$ cat config.mk
export PLATFORM = sky130hd
export DESIGN_NAME = alzc_top
export DESIGN_NICKNAME = d
export VERILOG_FILES = /design/src/rtl/alzc_pkg.sv /design/src/rtl/alzc_top.sv
export SDC_FILE = /design/constraint.sdc
export NUM_CORES = 1
export LEC_CHECK = 0
export ABC_AREA = 1
export BUFFER_PORTS_ARGS = -buffer_cell sky130_fd_sc_hd__buf_2
export CORE_ASPECT_RATIO = 1.4
export CORE_MARGIN = 4
export CORE_UTILIZATION = 50
export DETAILED_ROUTE_END_ITERATION = 10
export PLACE_DENSITY = 0.8
export SETUP_SLACK_MARGIN = 0.5
export SKIP_CTS_REPAIR_TIMING = 1
export SLEW_MARGIN = 30
export SYNTH_ARGS = -nofsm -noshare
export SYNTH_HDL_FRONTEND = slang
export SYNTH_SLANG_ARGS = --single-unit
$ cat constraint.sdc
create_clock -name mclk -period 5.6 [get_ports mclk]
set_input_delay 0.56 -clock mclk [delete_from_list [all_inputs] [get_ports mclk]]
set_output_delay 0.56 -clock mclk [all_outputs]
set_load 0.01 [all_outputs]
$ cat src/rtl/alzc_pkg.sv
/*
 * shared constants and types of the ambient-light zone comparators
 * assumes: one 25 MHz clock, register access from the control interface front end
 */
package alzc_pkg;
	// ************************************************************
	// register map
	// ************************************************************
	localparam logic [7:0] ALZC_STATUS_ADDR = 8'h31;
	localparam logic [7:0] ALZC_BRIGHT_THR_ADDR = 8'h32;
	localparam logic [7:0] ALZC_BRIGHT_HYS_ADDR = 8'h33;
	localparam logic [7:0] ALZC_OFFICE_THR_ADDR = 8'h34;
	localparam logic [7:0] ALZC_OFFICE_HYS_ADDR = 8'h35;
	localparam logic [7:0] ALZC_REG_RESET = 8'h00;
	localparam logic [7:0] ALZC_UNMAPPED_READ = 8'h00;

	// ************************************************************
	// status field positions
	// ************************************************************
	localparam int ALZC_BRIGHT_BIT = 0;
	localparam int ALZC_OFFICE_BIT = 1;
	localparam int ALZC_INDOOR_BIT = 2;
	localparam int ALZC_DARK_BIT = 3;
	localparam logic [3:0] ALZC_RESERVED_VAL = 4'h0;

	// ************************************************************
	// code scaling, sample lsb is 0.54 uA
	// ************************************************************
	localparam int ALZC_SAMPLE_W = 12;
	localparam int ALZC_BRIGHT_SHIFT = 3;
	localparam int ALZC_OFFICE_SHIFT = 2;
	localparam logic [7:0] ALZC_CODE_LIMIT = 8'hfa;

	// ************************************************************
	// types
	// ************************************************************
	typedef struct packed {
		logic wr;
		logic [7:0] addr;
		logic [7:0] data;
	} alzc_reg_wr_type;

	typedef enum logic [1:0] {
		ALZC_ZONE_DAYLIGHT = 2'h0,
		ALZC_ZONE_BRIGHT = 2'h1,
		ALZC_ZONE_OFFICE = 2'h3
	} alzc_zone_type;
endpackage

$ cat src/rtl/alzc_top.sv
/*
 * second-sensor zone comparators with their threshold registers and status
 * assumes: the control interface front end supplies byte writes and a read address;
 * the filtered sensor delivers one sample with a one-cycle done strobe
 */
`timescale 1ns/10ps
`default_nettype none
// Operation
// - status bits 3..0 levels 5..2, 7..4 zero
// - below bright threshold: trip, bright zone
// - bright threshold code steps 4.3 uA
// - above threshold plus hysteresis: daylight zone
// - bright hysteresis code steps 4.3 uA
// - below office threshold: trip, office zone
// - office threshold code steps 2.16 uA
// - above office sum: release to bright
module alzc_top #(
	parameter int SAMPLE_W = alzc_pkg::ALZC_SAMPLE_W
) (
	input wire logic mclk,
	input wire logic reset_n,
	input wire alzc_pkg::alzc_reg_wr_type reg_wr,
	input wire logic [7:0] rd_addr,
	output logic [7:0] rd_data,
	input wire logic conv_done,
	input wire logic [SAMPLE_W-1:0] sensor2_sample,
	input wire logic sensor2_dark_cmp_out,
	input wire logic sensor2_indoor_cmp_out,
	output logic sensor2_bright_cmp_out,
	output logic sensor2_office_cmp_out,
	output alzc_pkg::alzc_zone_type zone
);
	// ************************************************************
	// registers
	// ************************************************************
	logic [7:0] bright_thr_q, bright_thr_d;
	logic [7:0] bright_hys_q, bright_hys_d;
	logic [7:0] office_thr_q, office_thr_d;
	logic [7:0] office_hys_q, office_hys_d;
	logic [7:0] rd_data_q, rd_data_d;
	logic [7:0] status;

	// codes above 250 are accepted as written; keeping within range is software's job
	always_comb
	begin
		bright_thr_d = bright_thr_q;
		bright_hys_d = bright_hys_q;
		office_thr_d = office_thr_q;
		office_hys_d = office_hys_q;
		if (reg_wr.wr)
		begin
			case (reg_wr.addr)
				alzc_pkg::ALZC_BRIGHT_THR_ADDR: bright_thr_d = reg_wr.data;
				alzc_pkg::ALZC_BRIGHT_HYS_ADDR: bright_hys_d = reg_wr.data;
				alzc_pkg::ALZC_OFFICE_THR_ADDR: office_thr_d = reg_wr.data;
				alzc_pkg::ALZC_OFFICE_HYS_ADDR: office_hys_d = reg_wr.data;
				default: ;
			endcase
		end
		case (rd_addr)
			alzc_pkg::ALZC_STATUS_ADDR: rd_data_d = status;
			alzc_pkg::ALZC_BRIGHT_THR_ADDR: rd_data_d = bright_thr_q;
			alzc_pkg::ALZC_BRIGHT_HYS_ADDR: rd_data_d = bright_hys_q;
			alzc_pkg::ALZC_OFFICE_THR_ADDR: rd_data_d = office_thr_q;
			alzc_pkg::ALZC_OFFICE_HYS_ADDR: rd_data_d = office_hys_q;
			default: rd_data_d = alzc_pkg::ALZC_UNMAPPED_READ;
		endcase
	end

	always_ff @(posedge mclk or negedge reset_n)
	begin
		if (!reset_n)
		begin
			bright_thr_q <= alzc_pkg::ALZC_REG_RESET;
			bright_hys_q <= alzc_pkg::ALZC_REG_RESET;
			office_thr_q <= alzc_pkg::ALZC_REG_RESET;
			office_hys_q <= alzc_pkg::ALZC_REG_RESET;
			rd_data_q <= alzc_pkg::ALZC_REG_RESET;
		end
		else
		begin
			bright_thr_q <= bright_thr_d;
			bright_hys_q <= bright_hys_d;
			office_thr_q <= office_thr_d;
			office_hys_q <= office_hys_d;
			rd_data_q <= rd_data_d;
		end
	end

	assign rd_data = rd_data_q;

	// ************************************************************
	// scaled limits
	// ************************************************************
	// one code is 8 or 4 sample lsbs; 4.32 uA stands in for 4.3 uA
	function automatic logic [SAMPLE_W-1:0] scale(input logic [8:0] code, input int shift);
		scale = SAMPLE_W'({3'h0, code} << shift);
	endfunction

	logic [SAMPLE_W-1:0] bright_lo, bright_hi, office_lo, office_hi;
	assign bright_lo = scale({1'b0, bright_thr_q}, alzc_pkg::ALZC_BRIGHT_SHIFT);
	assign bright_hi = scale({1'b0, bright_thr_q} + {1'b0, bright_hys_q}, alzc_pkg::ALZC_BRIGHT_SHIFT);
	assign office_lo = scale({1'b0, office_thr_q}, alzc_pkg::ALZC_OFFICE_SHIFT);
	assign office_hi = scale({1'b0, office_thr_q} + {1'b0, office_hys_q}, alzc_pkg::ALZC_OFFICE_SHIFT);

	// ************************************************************
	// comparators and zone
	// ************************************************************
	logic bright_q, bright_d, office_q, office_d;
	alzc_pkg::alzc_zone_type zone_q, zone_d;

	// between the limits a comparator holds, which is the hysteresis
	always_comb
	begin
		bright_d = bright_q;
		office_d = office_q;
		if (conv_done)
		begin
			if (sensor2_sample < bright_lo)
				bright_d = 1'b1;
			else if (sensor2_sample > bright_hi)
				bright_d = 1'b0;
			if (sensor2_sample < office_lo)
				office_d = 1'b1;
			else if (sensor2_sample > office_hi)
				office_d = 1'b0;
		end
		case ({office_d, bright_d})
			2'h0: zone_d = alzc_pkg::ALZC_ZONE_DAYLIGHT;
			2'h1: zone_d = alzc_pkg::ALZC_ZONE_BRIGHT;
			2'h2: zone_d = alzc_pkg::ALZC_ZONE_OFFICE;
			2'h3: zone_d = alzc_pkg::ALZC_ZONE_OFFICE;
			default: zone_d = alzc_pkg::ALZC_ZONE_DAYLIGHT;
		endcase
	end

	always_ff @(posedge mclk or negedge reset_n)
	begin
		if (!reset_n)
		begin
			bright_q <= 1'b0;
			office_q <= 1'b0;
			zone_q <= alzc_pkg::ALZC_ZONE_DAYLIGHT;
		end
		else
		begin
			bright_q <= bright_d;
			office_q <= office_d;
			zone_q <= zone_d;
		end
	end

	assign sensor2_bright_cmp_out = bright_q;
	assign sensor2_office_cmp_out = office_q;
	assign zone = zone_q;
	assign status = {alzc_pkg::ALZC_RESERVED_VAL, sensor2_dark_cmp_out, sensor2_indoor_cmp_out,
		office_q, bright_q};
endmodule
`default_nettype wire

# --- Word level (Yosys, flattened, before mapping) ---
# Index checks and enable logic that the tools add are counted.
totals:
  regBits: 44
  latch_bits: 0
  mem_bits_rw: 0
  rom_bits: 0
  input_bits: 42
  output_inout_bits: 12
  wordCells: 40
  mem_count: 0
classes:
  n_addsub: 2
  n_mul: 0
  div: 0
  n_lt_le_gt_ge: 4
  n_eq_ne: 12
  shifts: 0
  n_mux: 8
  bitwise_logic: 0
  n_reduce_logical: 6
ops:
  columns: ["cell", "n"]
  rows:
  - ["$eq 8x6->1 const B", 9]
  - ["$pmux 8 s5", 1]
  - ["$add 8x8->9", 2]
  - ["$gt 12x11->1", 1]
  - ["$gt 12x12->1", 1]
  - ["$lt 12x10->1", 1]
  - ["$lt 12x11->1", 1]
  - ["$reduce_and 2->1", 4]
  - ["$mux 1", 6]
  - ["$pmux 2 s3", 1]
  - ["$eq 2x2->1 const B", 2]
  - ["$eq 2x1->1 const B", 1]
  - ["$logic_not 2->1", 1]
  - ["$reduce_or 2->1", 1]

# --- Depth between registers and ports, before layout ---
# Gate-level depths: netlist (run 1).
depth:
  ltp_word: 8
  ltp_mapped: 19
  ltp_nobuf: 19

# --- Worst setup path after synthesis (run 1) ---
# Ideal clock, no wire load.
synth_path:
  kind: "flip-flop to flip-flop"
  from: "register office_thr_q[0]"
  to: "register zone_q[0] (netlist: zone[0])"
  setup_ps: 124
  arrival_time_ps: 2395
  required_ps: 5476
  setup_slack_ps: 3080
  stages_incl_launch_ff: 19
  path_buffers: 0
  cell_sequence: "dfrtp_1 ha_1 fa_1 nand3_1 nand3_1 a21oi_1 nor2_1 nor2_1 xor2_1 ha_1 nand2_1 nor2_1 nand3_1 nand3_1 nand2_1 nand2_1 nand2_1 inv_1 nand2_1"
synth_via:
  elab_chain_cells: 8
  word_cells_on_any_way: 12
  cone_classes: "add/sub: 1; order compare: 2; eq/ne: 3; mux: 4; reduce/logical: 2"
synth_rtl:
  columns: ["element", "line", "text"]
  rows:
  - ["start: declaration", "alzc_top.sv:38", "logic [7:0] office_thr_q, office_thr_d;"]
  - ["start signal: assignment", "alzc_top.sv:76", "office_thr_q <= alzc_pkg::ALZC_REG_RESET;"]
  - ["start signal: assignment", "alzc_top.sv:84", "office_thr_q <= office_thr_d;"]
  - ["$add 8x8->9", "alzc_top.sv:104", "assign office_hi = scale({1'b0, office_thr_q} + {1'b0, office_hys_q}, alzc_pkg::ALZC_OFFICE_SHIFT);"]
  - ["$gt 12x11->1", "alzc_top.sv:125", "else if (sensor2_sample > office_hi)"]
  - ["$mux 1", "alzc_top.sv:125", null]
  - ["$mux 1 (*)", "alzc_top.sv:123", "if (sensor2_sample < office_lo)"]
  - ["$mux 1 (*)", "alzc_top.sv:117", "if (conv_done)"]
  - ["via office_d", "alzc_top.sv:109", "logic bright_q, bright_d, office_q, office_d;"]
  - ["$eq 2x2->1", "alzc_top.sv:128", "case ({office_d, bright_d})"]
  - ["$reduce_or 2->1 (no line)", null, null]
  - ["$pmux 2 s3 (*)", "alzc_top.sv:128", null]
  - ["via zone_d[0]", "alzc_top.sv:110", "alzc_pkg::alzc_zone_type zone_q, zone_d;"]
  - ["end signal: assignment", "alzc_top.sv:143", "zone_q <= alzc_pkg::ALZC_ZONE_DAYLIGHT;"]
  - ["end signal: assignment", "alzc_top.sv:149", "zone_q <= zone_d;"]
  - ["end: declaration", "alzc_top.sv:110", null]
# The timed path passes the listed nets; every way through them passes the cells marked *.
# A chain may end at the register's enable or synchronous reset.

# --- Worst setup path in the final report (run 1) ---
# Ends and elaborated chain as after synthesis.

==> metrics.csv, run 1 <==
metric,value,unit
via_per_inst,5.21,
dieArea,0.00827,sq mm
tritoncts,built,
track_usage,19.7,%
insertion_delay,290,ps
drive_gt1_share,18.4,%
rows,35,
firstDrtPassIters,6,
overflow,0,
final_area,0.00385,sq mm
intPower,0.000483,W
rsz0062_at_grt,no,
required,5780,ps
synth.avg_cell_area,7.84,sq um
grt_pass1_wl,13100,um
syn_inst,438,
period_minus_slack,2780,ps
synth_area,0.00343,sq mm
clockRootBuffer,clkbuf_8,
place_area,0.00376,sq mm
dieHeight,106,um
area_growth,12.2,%
max_freq,359,MHz
cts_sinks,44,
reg2reg_depth,18,
fin_ws,2820,ps
synth_top_area_share,32.1,%
fin_nets,585,
route.detailed.drc,0,
layout_worst_path_cycle_share,49.7,%
register_area,0.00110,sq mm
vias,3054,
grt_max_degree,45,
slew_headroom,58.9,%
p_leak,2.04,nW
skew,3.29,ps
synthTopCellsByArea,"dfrtp_1, ha_1, nand2_1",
power_frac_comb,21.8,%
outcome,finished clean,
path_max_fanout,4,
htreeDepth,2,
crit_top_cell,nand2_1,
place_congestion,0.869,
setup_viol,0,
crit_type,reg -> reg,
ir_worst_vdd,0.000114,V
dp_hpwl,6740,um
reg2reg_from,office_thr_q[0]$_DFFE_PN0P_,
initial_utilization,51.9,%
synth.distinct_cells,29,
max_stage_delay,430,ps
num_antenna_cells,0,
pwr_density_cell,181,mW/mm^2
place_ws,2840,ps
tightest_slew,612,ps
syn-num-nets,530,
drt_iter0_markers,161,
timing_max_transition_violations_final,0,
power_frac_seq,49.6,%
mostFrequentLayoutCells,"nand2_1, inv_1, buf_2",
core,0.00661,sq mm
cts_buffers,5,
cp_cell_sequence,ha_1 -> fa_1 -> nand3_1 -> nand3_1 -> a21oi_1 -> nor2_1 -> nor2_1 -> xor2_1 -> ha_1 -> nand2_1 -> nor2_1 -> nand3_1 -> nand3_1 -> nand2_1 -> nand2_1 -> nand2_1 -> inv_1 -> nand2_1,
wl,8000,um
hp-class,in -> async,
fin_util,58.2,%
pwr-share-clk,28.5,%
swShare,30.7,%
num-fill-cells,617,
cpMaxStageDelayCell,dfrtp_1,
port_buffers,53,
worstSetupStartpointType,register,
grt_antenna_before_repair,0,
ys_seq_area_share,32.1,%
r2r_slack,2820,ps
hold_viol_final,0,
grt_pass1_vias,2903,
synth_warnings,0,
multiInputGateArea,0.00204,sq mm
fin_total_pwr,0.000696,W
chipWidth,78.0,um
r2r_end,zone[0]$_DFF_PN0_,
io_pins,54,
synth-seq-cells,44,
antenna_left,0,
wire_per_inst,13.6,um
cts_buffer_depth,2,
endpoint_kind,register,
max_cap_viol_count,0,
clk_pin_slew,80,ps
final_common_cell,nand2_1,
critPathArrivalTime,2970,ps
p_switching,0.000214,W
synth_top_area_cell,dfrtp_1,
final.setup.tns,0,ps
## cells by family after synthesis
kind of cell	Yosys count	synth area share [%]
fa+ha+maj	50	18.7
xor+xnor	12	3.06
buf+inv	69	8.53
flops	44	32.1
compound gates	80	14.0
simple gates	183	23.7
## area by class of cell
type | count | share of cell area, %
multi-input combinational | 325 | 52.9
sequential | 44 | 28.6
timing repair buffer | 53 | 6.95
inverter | 64 | 6.24
tap | 92 | 2.99
clock buffer | 6 | 1.88
clock inverter | 2 | 0.422
## flip-flops by register name, indices dropped and copies added (netlist names)
register and flops:
sensor2_office_cmp_out 1, bright_thr_q 8, zone 2, bright_hys_q 8, sensor2_bright_cmp_out 1, office_thr_q 8
office_hys_q 8, rd_data 8
## per-stage QoR
step	instances	hold WS [ps]
finish	586	246
global route	586	284
CTS	586	446
detailed placement	578	504
global placement	578	498
floorplan	438	264
## worst max-delay path by stage
stage | startpoint | end | slack, ps
after floorplan | office_thr_q[0]$_DFFE_PN0P_ | zone[0]$_DFF_PN0_ | 3080
after global placement | office_thr_q[0]$_DFFE_PN0P_ | zone[0]$_DFF_PN0_ | 2910
after detailed placement | office_thr_q[0]$_DFFE_PN0P_ | zone[0]$_DFF_PN0_ | 2840
after CTS | office_thr_q[0]$_DFFE_PN0P_ | zone[0]$_DFF_PN0_ | 2820
after global routing | office_thr_q[0]$_DFFE_PN0P_ | zone[0]$_DFF_PN0_ | 2610
final | office_thr_q[0]$_DFFE_PN0P_ | zone[0]$_DFF_PN0_ | 2820
## cells in the mapped netlist, drive strengths merged
| library cell | count |
|---|---|
| a21boi | 1 |
| a21o | 3 |
| ha | 48 |
| o21ai | 43 |
| nor2 | 20 |
| a21oi | 29 |
| nor3 | 12 |
| nand3 | 27 |
| xor2 | 6 |
| nand2 | 116 |
| or2 | 2 |
| xnor2 | 6 |
| buf | 5 |
| inv | 64 |
| o22ai | 1 |
| fa | 2 |
| o2111ai | 1 |
| o21bai | 2 |
| dfrtp | 44 |
| nand3b | 1 |
| nand4 | 5 |
## layer usage
metal / vias to the layer above / wire length (um) / global-route usage [%] / share of wire (%)
met2: 67 / 4170 / 35.7 / 52
met5: - / 0 / 0 / 0
met1: 1416 / 3320 / 23.7 / 42
met4: 0 / 246 / 7.63 / 3.1
met3: 19 / 258 / 2.03 / 3.2
li1: 1552 / - / - / -
## critical path: cells and delay by family, from the launching register on
kind / cells / cell delay (ps)
buffers and inverters: 1 / 50
AOI/OAI and AO/OA: 1 / 160
DFF: 1 / 430
and+or+nand+nor: 12 / 1010
xor gates and xnor gates: 1 / 80
adders and majority gates: 3 / 940
## power by group through the flow
stage	combinational [W]	clock, W	sequential (W)
after floorplan	0.0000998	0	0.000348
after global placement	0.000146	0	0.000351
after detailed placement	0.000153	0	0.000352
after CTS	0.000154	0.000205	0.000345
after global routing	0.000178	0.000217	0.000348
final	0.000152	0.000199	0.000346
No activity file was read; power rests on OpenSTA's default activity.
==> inputs of run 2 (changes only) <==
--- a/config.mk
+++ b/config.mk
@@ -11,7 +11,7 @@
 export CORE_MARGIN = 4
 export CORE_UTILIZATION = 50
 export DETAILED_ROUTE_END_ITERATION = 10
-export PLACE_DENSITY = 0.8
+export PLACE_DENSITY = 0.83
 export SETUP_SLACK_MARGIN = 0.5
 export SKIP_CTS_REPAIR_TIMING = 1
 export SLEW_MARGIN = 30
==> constraint.sdc (replaced) <==
create_clock -name mclk -period 2.56 [get_ports mclk]
set_input_delay 0.256 -clock mclk [delete_from_list [all_inputs] [get_ports mclk]]
set_output_delay 0.256 -clock mclk [all_outputs]
set_load 0.01 [all_outputs]
==> run 2 against run 1 <==
The run now ends with negative setup slack left. Register-to-register slack got worse by 2900 ps. Count of clock-buffer cells in the layout fell by 1. Flip-flop and latch count did not move. Via count rose by 5.5%. Maximum frequency rose by 6.2%. Critical endpoint unchanged.
==> metrics.csv, run 2 (same netlist as run 1, synthesis figures left out) <==
metric,value,unit
outcome,"complete, but fails checks",
violations,negative setup slack,
grt_pass1_vias,3107,
wire_per_inst,15.8,um
endpoint_kind,register,
grt_max_degree,45,
hp-class,in -> reg,
dp_hpwl,7340,um
mostFrequentLayoutCells,"nand2_1, inv_1, buf_2",
via_per_inst,5.37,
initial_utilization,51.9,%
route.detailed.drc,0,
wl,9460,um
drt_iter0_markers,209,
crit_type,reg -> reg,
startpoint,office_hys_q[0]$_DFFE_PN0P_,
rsz0062_at_grt,yes,
port_buffers,53,
place_ws,11.7,ps
ir_worst_vdd,0.000209,V
dieArea,0.00827,sq mm
required,2740,ps
track_usage,22.9,%
num_antenna_cells,0,
layout.cells.non_filler,600,
hold_viol_final,0,
chipWidth,78.0,um
rows,35,
timing_max_transition_violations_final,0,
fin_ws,-60.9,ps
cts_buffer_depth,2,
pwr_density_cell,426,mW/mm^2
final_common_cell,nand2_1,
worstHoldStart,sensor2_indoor_cmp_out,
cts_buffers,5,
htreeDepth,2,
reg2reg_from,office_hys_q[0]$_DFFE_PN0P_,
place_congestion,0.921,
tritoncts,built,
path_max_fanout,3,
clk_pin_slew,80,ps
fin_nets,600,
fin_hold_ws,183,ps
critPathArrivalTime,2800,ps
dieHeight,106,um
cts_sinks,44,
r2r_slack,-60,ps
max_freq,382,MHz
layout_worst_path_cycle_share,102,%
vias,3221,
area_growth,19.5,%
num-fill-cells,586,
drive_gt1_share,25.2,%
grt_pass1_wl,14900,um
insertion_delay,300,ps
max_cap_viol_count,0,
grt_antenna_before_repair,0,
dp_cells,581,
period_minus_slack,2620,ps
setup_viol,1,
slew_headroom,60.6,%
tightest_slew,586,ps
worstSetupStartpointType,register,
antenna_left,0,
skew,8.21,ps
firstDrtPassIters,4,
p_leak,2.16,nW
fin_total_pwr,0.00175,W
overflow,0,
io_pins,54,
clockRootBuffer,clkbuf_8,
core,0.00661,sq mm
run 2: changes by cell type in the layout (fill, tap and decap cells not counted), moves of 3 or more:
cell     before  now
a21oi_1      29   24
a21oi_2       0    5
buf_4         1   15
ha_1         48   44
ha_2          0    3
nand2_1     112  108
nand2_2       4    8
nor2_1       19   16
o21ai_0      18   15
o21ai_1       9   12
run 2: metrics by stage:
step	utilization (%)	area, sq um	setup TNS [ps]
after floorplan	-	3460	0
after global placement	57.6	3810	0
after detailed placement	57.6	3810	0
after CTS	59.6	3940	-24.4
after global routing	62.0	4100	-460
final	62.0	4100	-60.9
run 2: area by class of cell:
| cell class | instances | area (sq um) | share of cell area, % |
|---|---|---|---|
| clock inverters | 2 | 60.1 | 1.46 |
| well taps | 92 | 115 | 2.81 |
| repair buffers | 68 | 383 | 9.33 |
| inverters | 64 | 240 | 5.86 |
| multi-input cells | 325 | 2130 | 52.0 |
| clock buffers | 5 | 68.8 | 1.68 |
| flip-flops and latches | 44 | 1100 | 26.8 |
run 2: worst max-delay path: stages, from the launching register on:
cell,delay [ps]
dfrtp_1,400
ha_2,210
fa_2,370
nand3_2,90
nand3_4,80
a21oi_2,150
nor2_1,50
nor2_1,120
xor2_1,80
ha_1,280
nand2_1,50
nor2_2,140
nand3_1,90
nand3_1,70
nand2_1,70
nand2_2,70
nand2_2,60
inv_2,40
nand2_1,60
run 2: final timing paths:
check,depth (start not counted),to
max,18,zone[0]$_DFF_PN0_
min,3,rd_data[2]$_DFF_PN0_
max reg2reg,18,zone[0]$_DFF_PN0_
min reg2reg,2,bright_thr_q[3]$_DFFE_PN0P_
max in group asynchronous,2,rd_data[1]$_DFF_PN0_
min in group asynchronous,2,rd_data[5]$_DFF_PN0_
run 2: routing by layer:
metal / GRT usage [%] / vias up / part of all wire (%)
li1: - / 1585 / -
met1: 26.9 / 1497 / 39
met2: 42.3 / 113 / 51
met3: 3.31 / 26 / 5.0
met4: 7.25 / 0 / 4.8
met5: 0 / - / 0
run 2: power breakdown:
group          switching, W  leakage (nW)  internal (W)  total (W)
Clock              0.000234        0.0642      0.000384   0.000618
Sequential        0.0000292         0.606      0.000725   0.000754
Combinational      0.000222          1.49      0.000154   0.000376
Total              0.000486          2.16       0.00126    0.00175
==> inputs of run 3 (changes only) <==
--- a/config.mk
+++ b/config.mk
@@ -9,10 +9,9 @@
 export BUFFER_PORTS_ARGS = -buffer_cell sky130_fd_sc_hd__buf_2
 export CORE_ASPECT_RATIO = 1.4
 export CORE_MARGIN = 4
-export CORE_UTILIZATION = 50
+export CORE_UTILIZATION = 45
 export DETAILED_ROUTE_END_ITERATION = 10
-export PLACE_DENSITY = 0.83
-export SETUP_SLACK_MARGIN = 0.5
+export PLACE_DENSITY = 0.7
 export SKIP_CTS_REPAIR_TIMING = 1
 export SLEW_MARGIN = 30
 export SYNTH_ARGS = -nofsm -noshare
==> run 3 against run 2 <==
Critical path type unchanged. Hold slack got worse by 9.8 ps. Total power rose by 1.1%. Critical path depth did not move. Count of clock-buffer cells in the layout did not move. Wire length fell by 7.4%. Final cell count rose by 1.3%. The flow now finishes without violations. Setup slack improved by 99 ps. Clock power rose by 2%. Sequential share of layout area fell by 0.36 points.
==> metrics.csv, run 3 (same netlist as run 1, synthesis figures left out) <==
metric,value,unit
initial_utilization,46.3,%
hp-class,in -> reg,
worstHoldStart,sensor2_indoor_cmp_out,
layout_worst_path_cycle_share,98.5,%
io_pins,54,
reg2reg_depth,18,
outcome,finished clean,
clockRootBuffer,clkbuf_8,
register_area,0.00110,sq mm
dp_cells,598,
ir_worst_vdd,0.000196,V
slew_headroom,60.3,%
final_common_cell,nand2_1,
grt_pass1_wl,14100,um
path_max_fanout,3,
mostFrequentLayoutCells,"nand2_1, inv_1, buf_2",
htreeDepth,2,
drive_gt1_share,25.8,%
endpoint_kind,register,
chipWidth,81.8,um
grt_pass1_vias,3096,
place_ws,-107,ps
final.setup.tns,0,ps
met3_usage,2.18,%
num-fill-cells,723,
cts_buffer_depth,2,
tightest_slew,592,ps
r2r_end,zone[0]$_DFF_PN0_,
route.detailed.drc,0,
antenna_left,0,
insertion_delay,300,ps
cts_buffers,5,
grt_antenna_before_repair,0,
overflow,0,
cts_sinks,44,
reg2reg_from,office_hys_q[0]$_DFFE_PN0P_,
wire_per_inst,14.4,um
required,2750,ps
dieHeight,111,um
crit_type,reg -> reg,
final_area,0.00416,sq mm
grt_max_degree,45,
period_minus_slack,2520,ps
layout.cells.non_filler,608,
busiest_layer,met2,
grt_use_met1,24.4,%
dieArea,0.00911,sq mm
r2r_slack,40,ps
vias,3118,
drt_iter0_markers,225,
critPathArrivalTime,2710,ps
rsz0062_at_grt,yes,
fin_ws,38.3,ps
p_leak,2.17,nW
holdPathEnd,rd_data[2]$_DFF_PN0_,
via_per_inst,5.13,
port_buffers,53,
multiInputGateArea,0.00216,sq mm
fin_nets,603,
skew,8.07,ps
area_growth,21.1,%
max_cap_viol_count,0,
tritoncts,built,
place_congestion,0.983,
use_met2,33.8,%
min_path_cells,3,
clk_pin_slew,90,ps
rows,37,
core,0.00741,sq mm
hold_viol_final,0,
dp_hpwl,7080,um
num_antenna_cells,0,
max_freq,397,MHz
worstSetupStartpointType,register,
pwr_density_cell,425,mW/mm^2
fin_hold_ws,174,ps
firstDrtPassIters,4,
place_area,0.00388,sq mm
track_usage,19.7,%
setup_viol,0,
timing_max_transition_violations_final,0,
wl,8760,um
run 3: worst max-delay path by stage:
| stage | from | to | slack (ps) | cells after the start |
|---|---|---|---|---|
| 5_1_grt | office_thr_q[0]$_DFFE_PN0P_ | zone[0]$_DFF_PN0_ | -170 | 19 |
| 3_3_place_gp | office_thr_q[0]$_DFFE_PN0P_ | zone[0]$_DFF_PN0_ | -30 | 18 |
| 2_1_floorplan | office_thr_q[0]$_DFFE_PN0P_ | zone[0]$_DFF_PN0_ | 40 | 18 |
| 6_report | office_hys_q[0]$_DFFE_PN0P_ | zone[0]$_DFF_PN0_ | 40 | 18 |
| 3_5_place_dp | office_thr_q[0]$_DFFE_PN0P_ | zone[0]$_DFF_PN0_ | -110 | 18 |
| 4_1_cts | office_thr_q[0]$_DFFE_PN0P_ | zone[0]$_DFF_PN0_ | -130 | 18 |
run 3: critical path, cell delays in order, from the launching register on:
cell and delay (ps):
dfrtp_1 400, ha_2 190, fa_2 380, nand3_2 70, nand3_2 80, a21oi_2 130
nor2_1 50, nor2_1 120, xor2_1 80, ha_1 280, nand2_1 60, nor2_2 120
nand3_1 90, nand3_1 80, nand2_1 60, nand2_2 70, nand2_2 60, inv_1 50
nand2_1 40
run 3: cell type report:
class | instances | area share [%]
Multi-Input combinational cell | 325 | 52.0
Inverter | 64 | 5.78
Clock inverter | 2 | 1.44
Tap cell | 97 | 2.92
Timing Repair Buffer | 71 | 9.75
Clock buffer | 5 | 1.66
Sequential cell | 44 | 26.5
run 3: through the flow:
step / utilization [%] / power, W
after CTS: 54.1 / 0.00175
final: 56.1 / 0.00177
after floorplan: - / 0.000980
after global placement: 52.4 / 0.00111
after global routing: 56.1 / 0.00186
after detailed placement: 52.4 / 0.00112
run 3: report_power, final:
group	internal (W)	switching (W)	total [W]
logic	0.000161	0.000217	0.000378
clock network	0.000384	0.000249	0.000633
registers	0.000724	0.0000320	0.000757
run 3: metal layers:
layer	part of all wire [%]	wire [um]	up-vias
li1	-	-	1584
met1	43	3740	1454
met2	51	4470	61
met3	2.9	250	19
met4	3.4	299	0
met5	0	0	-
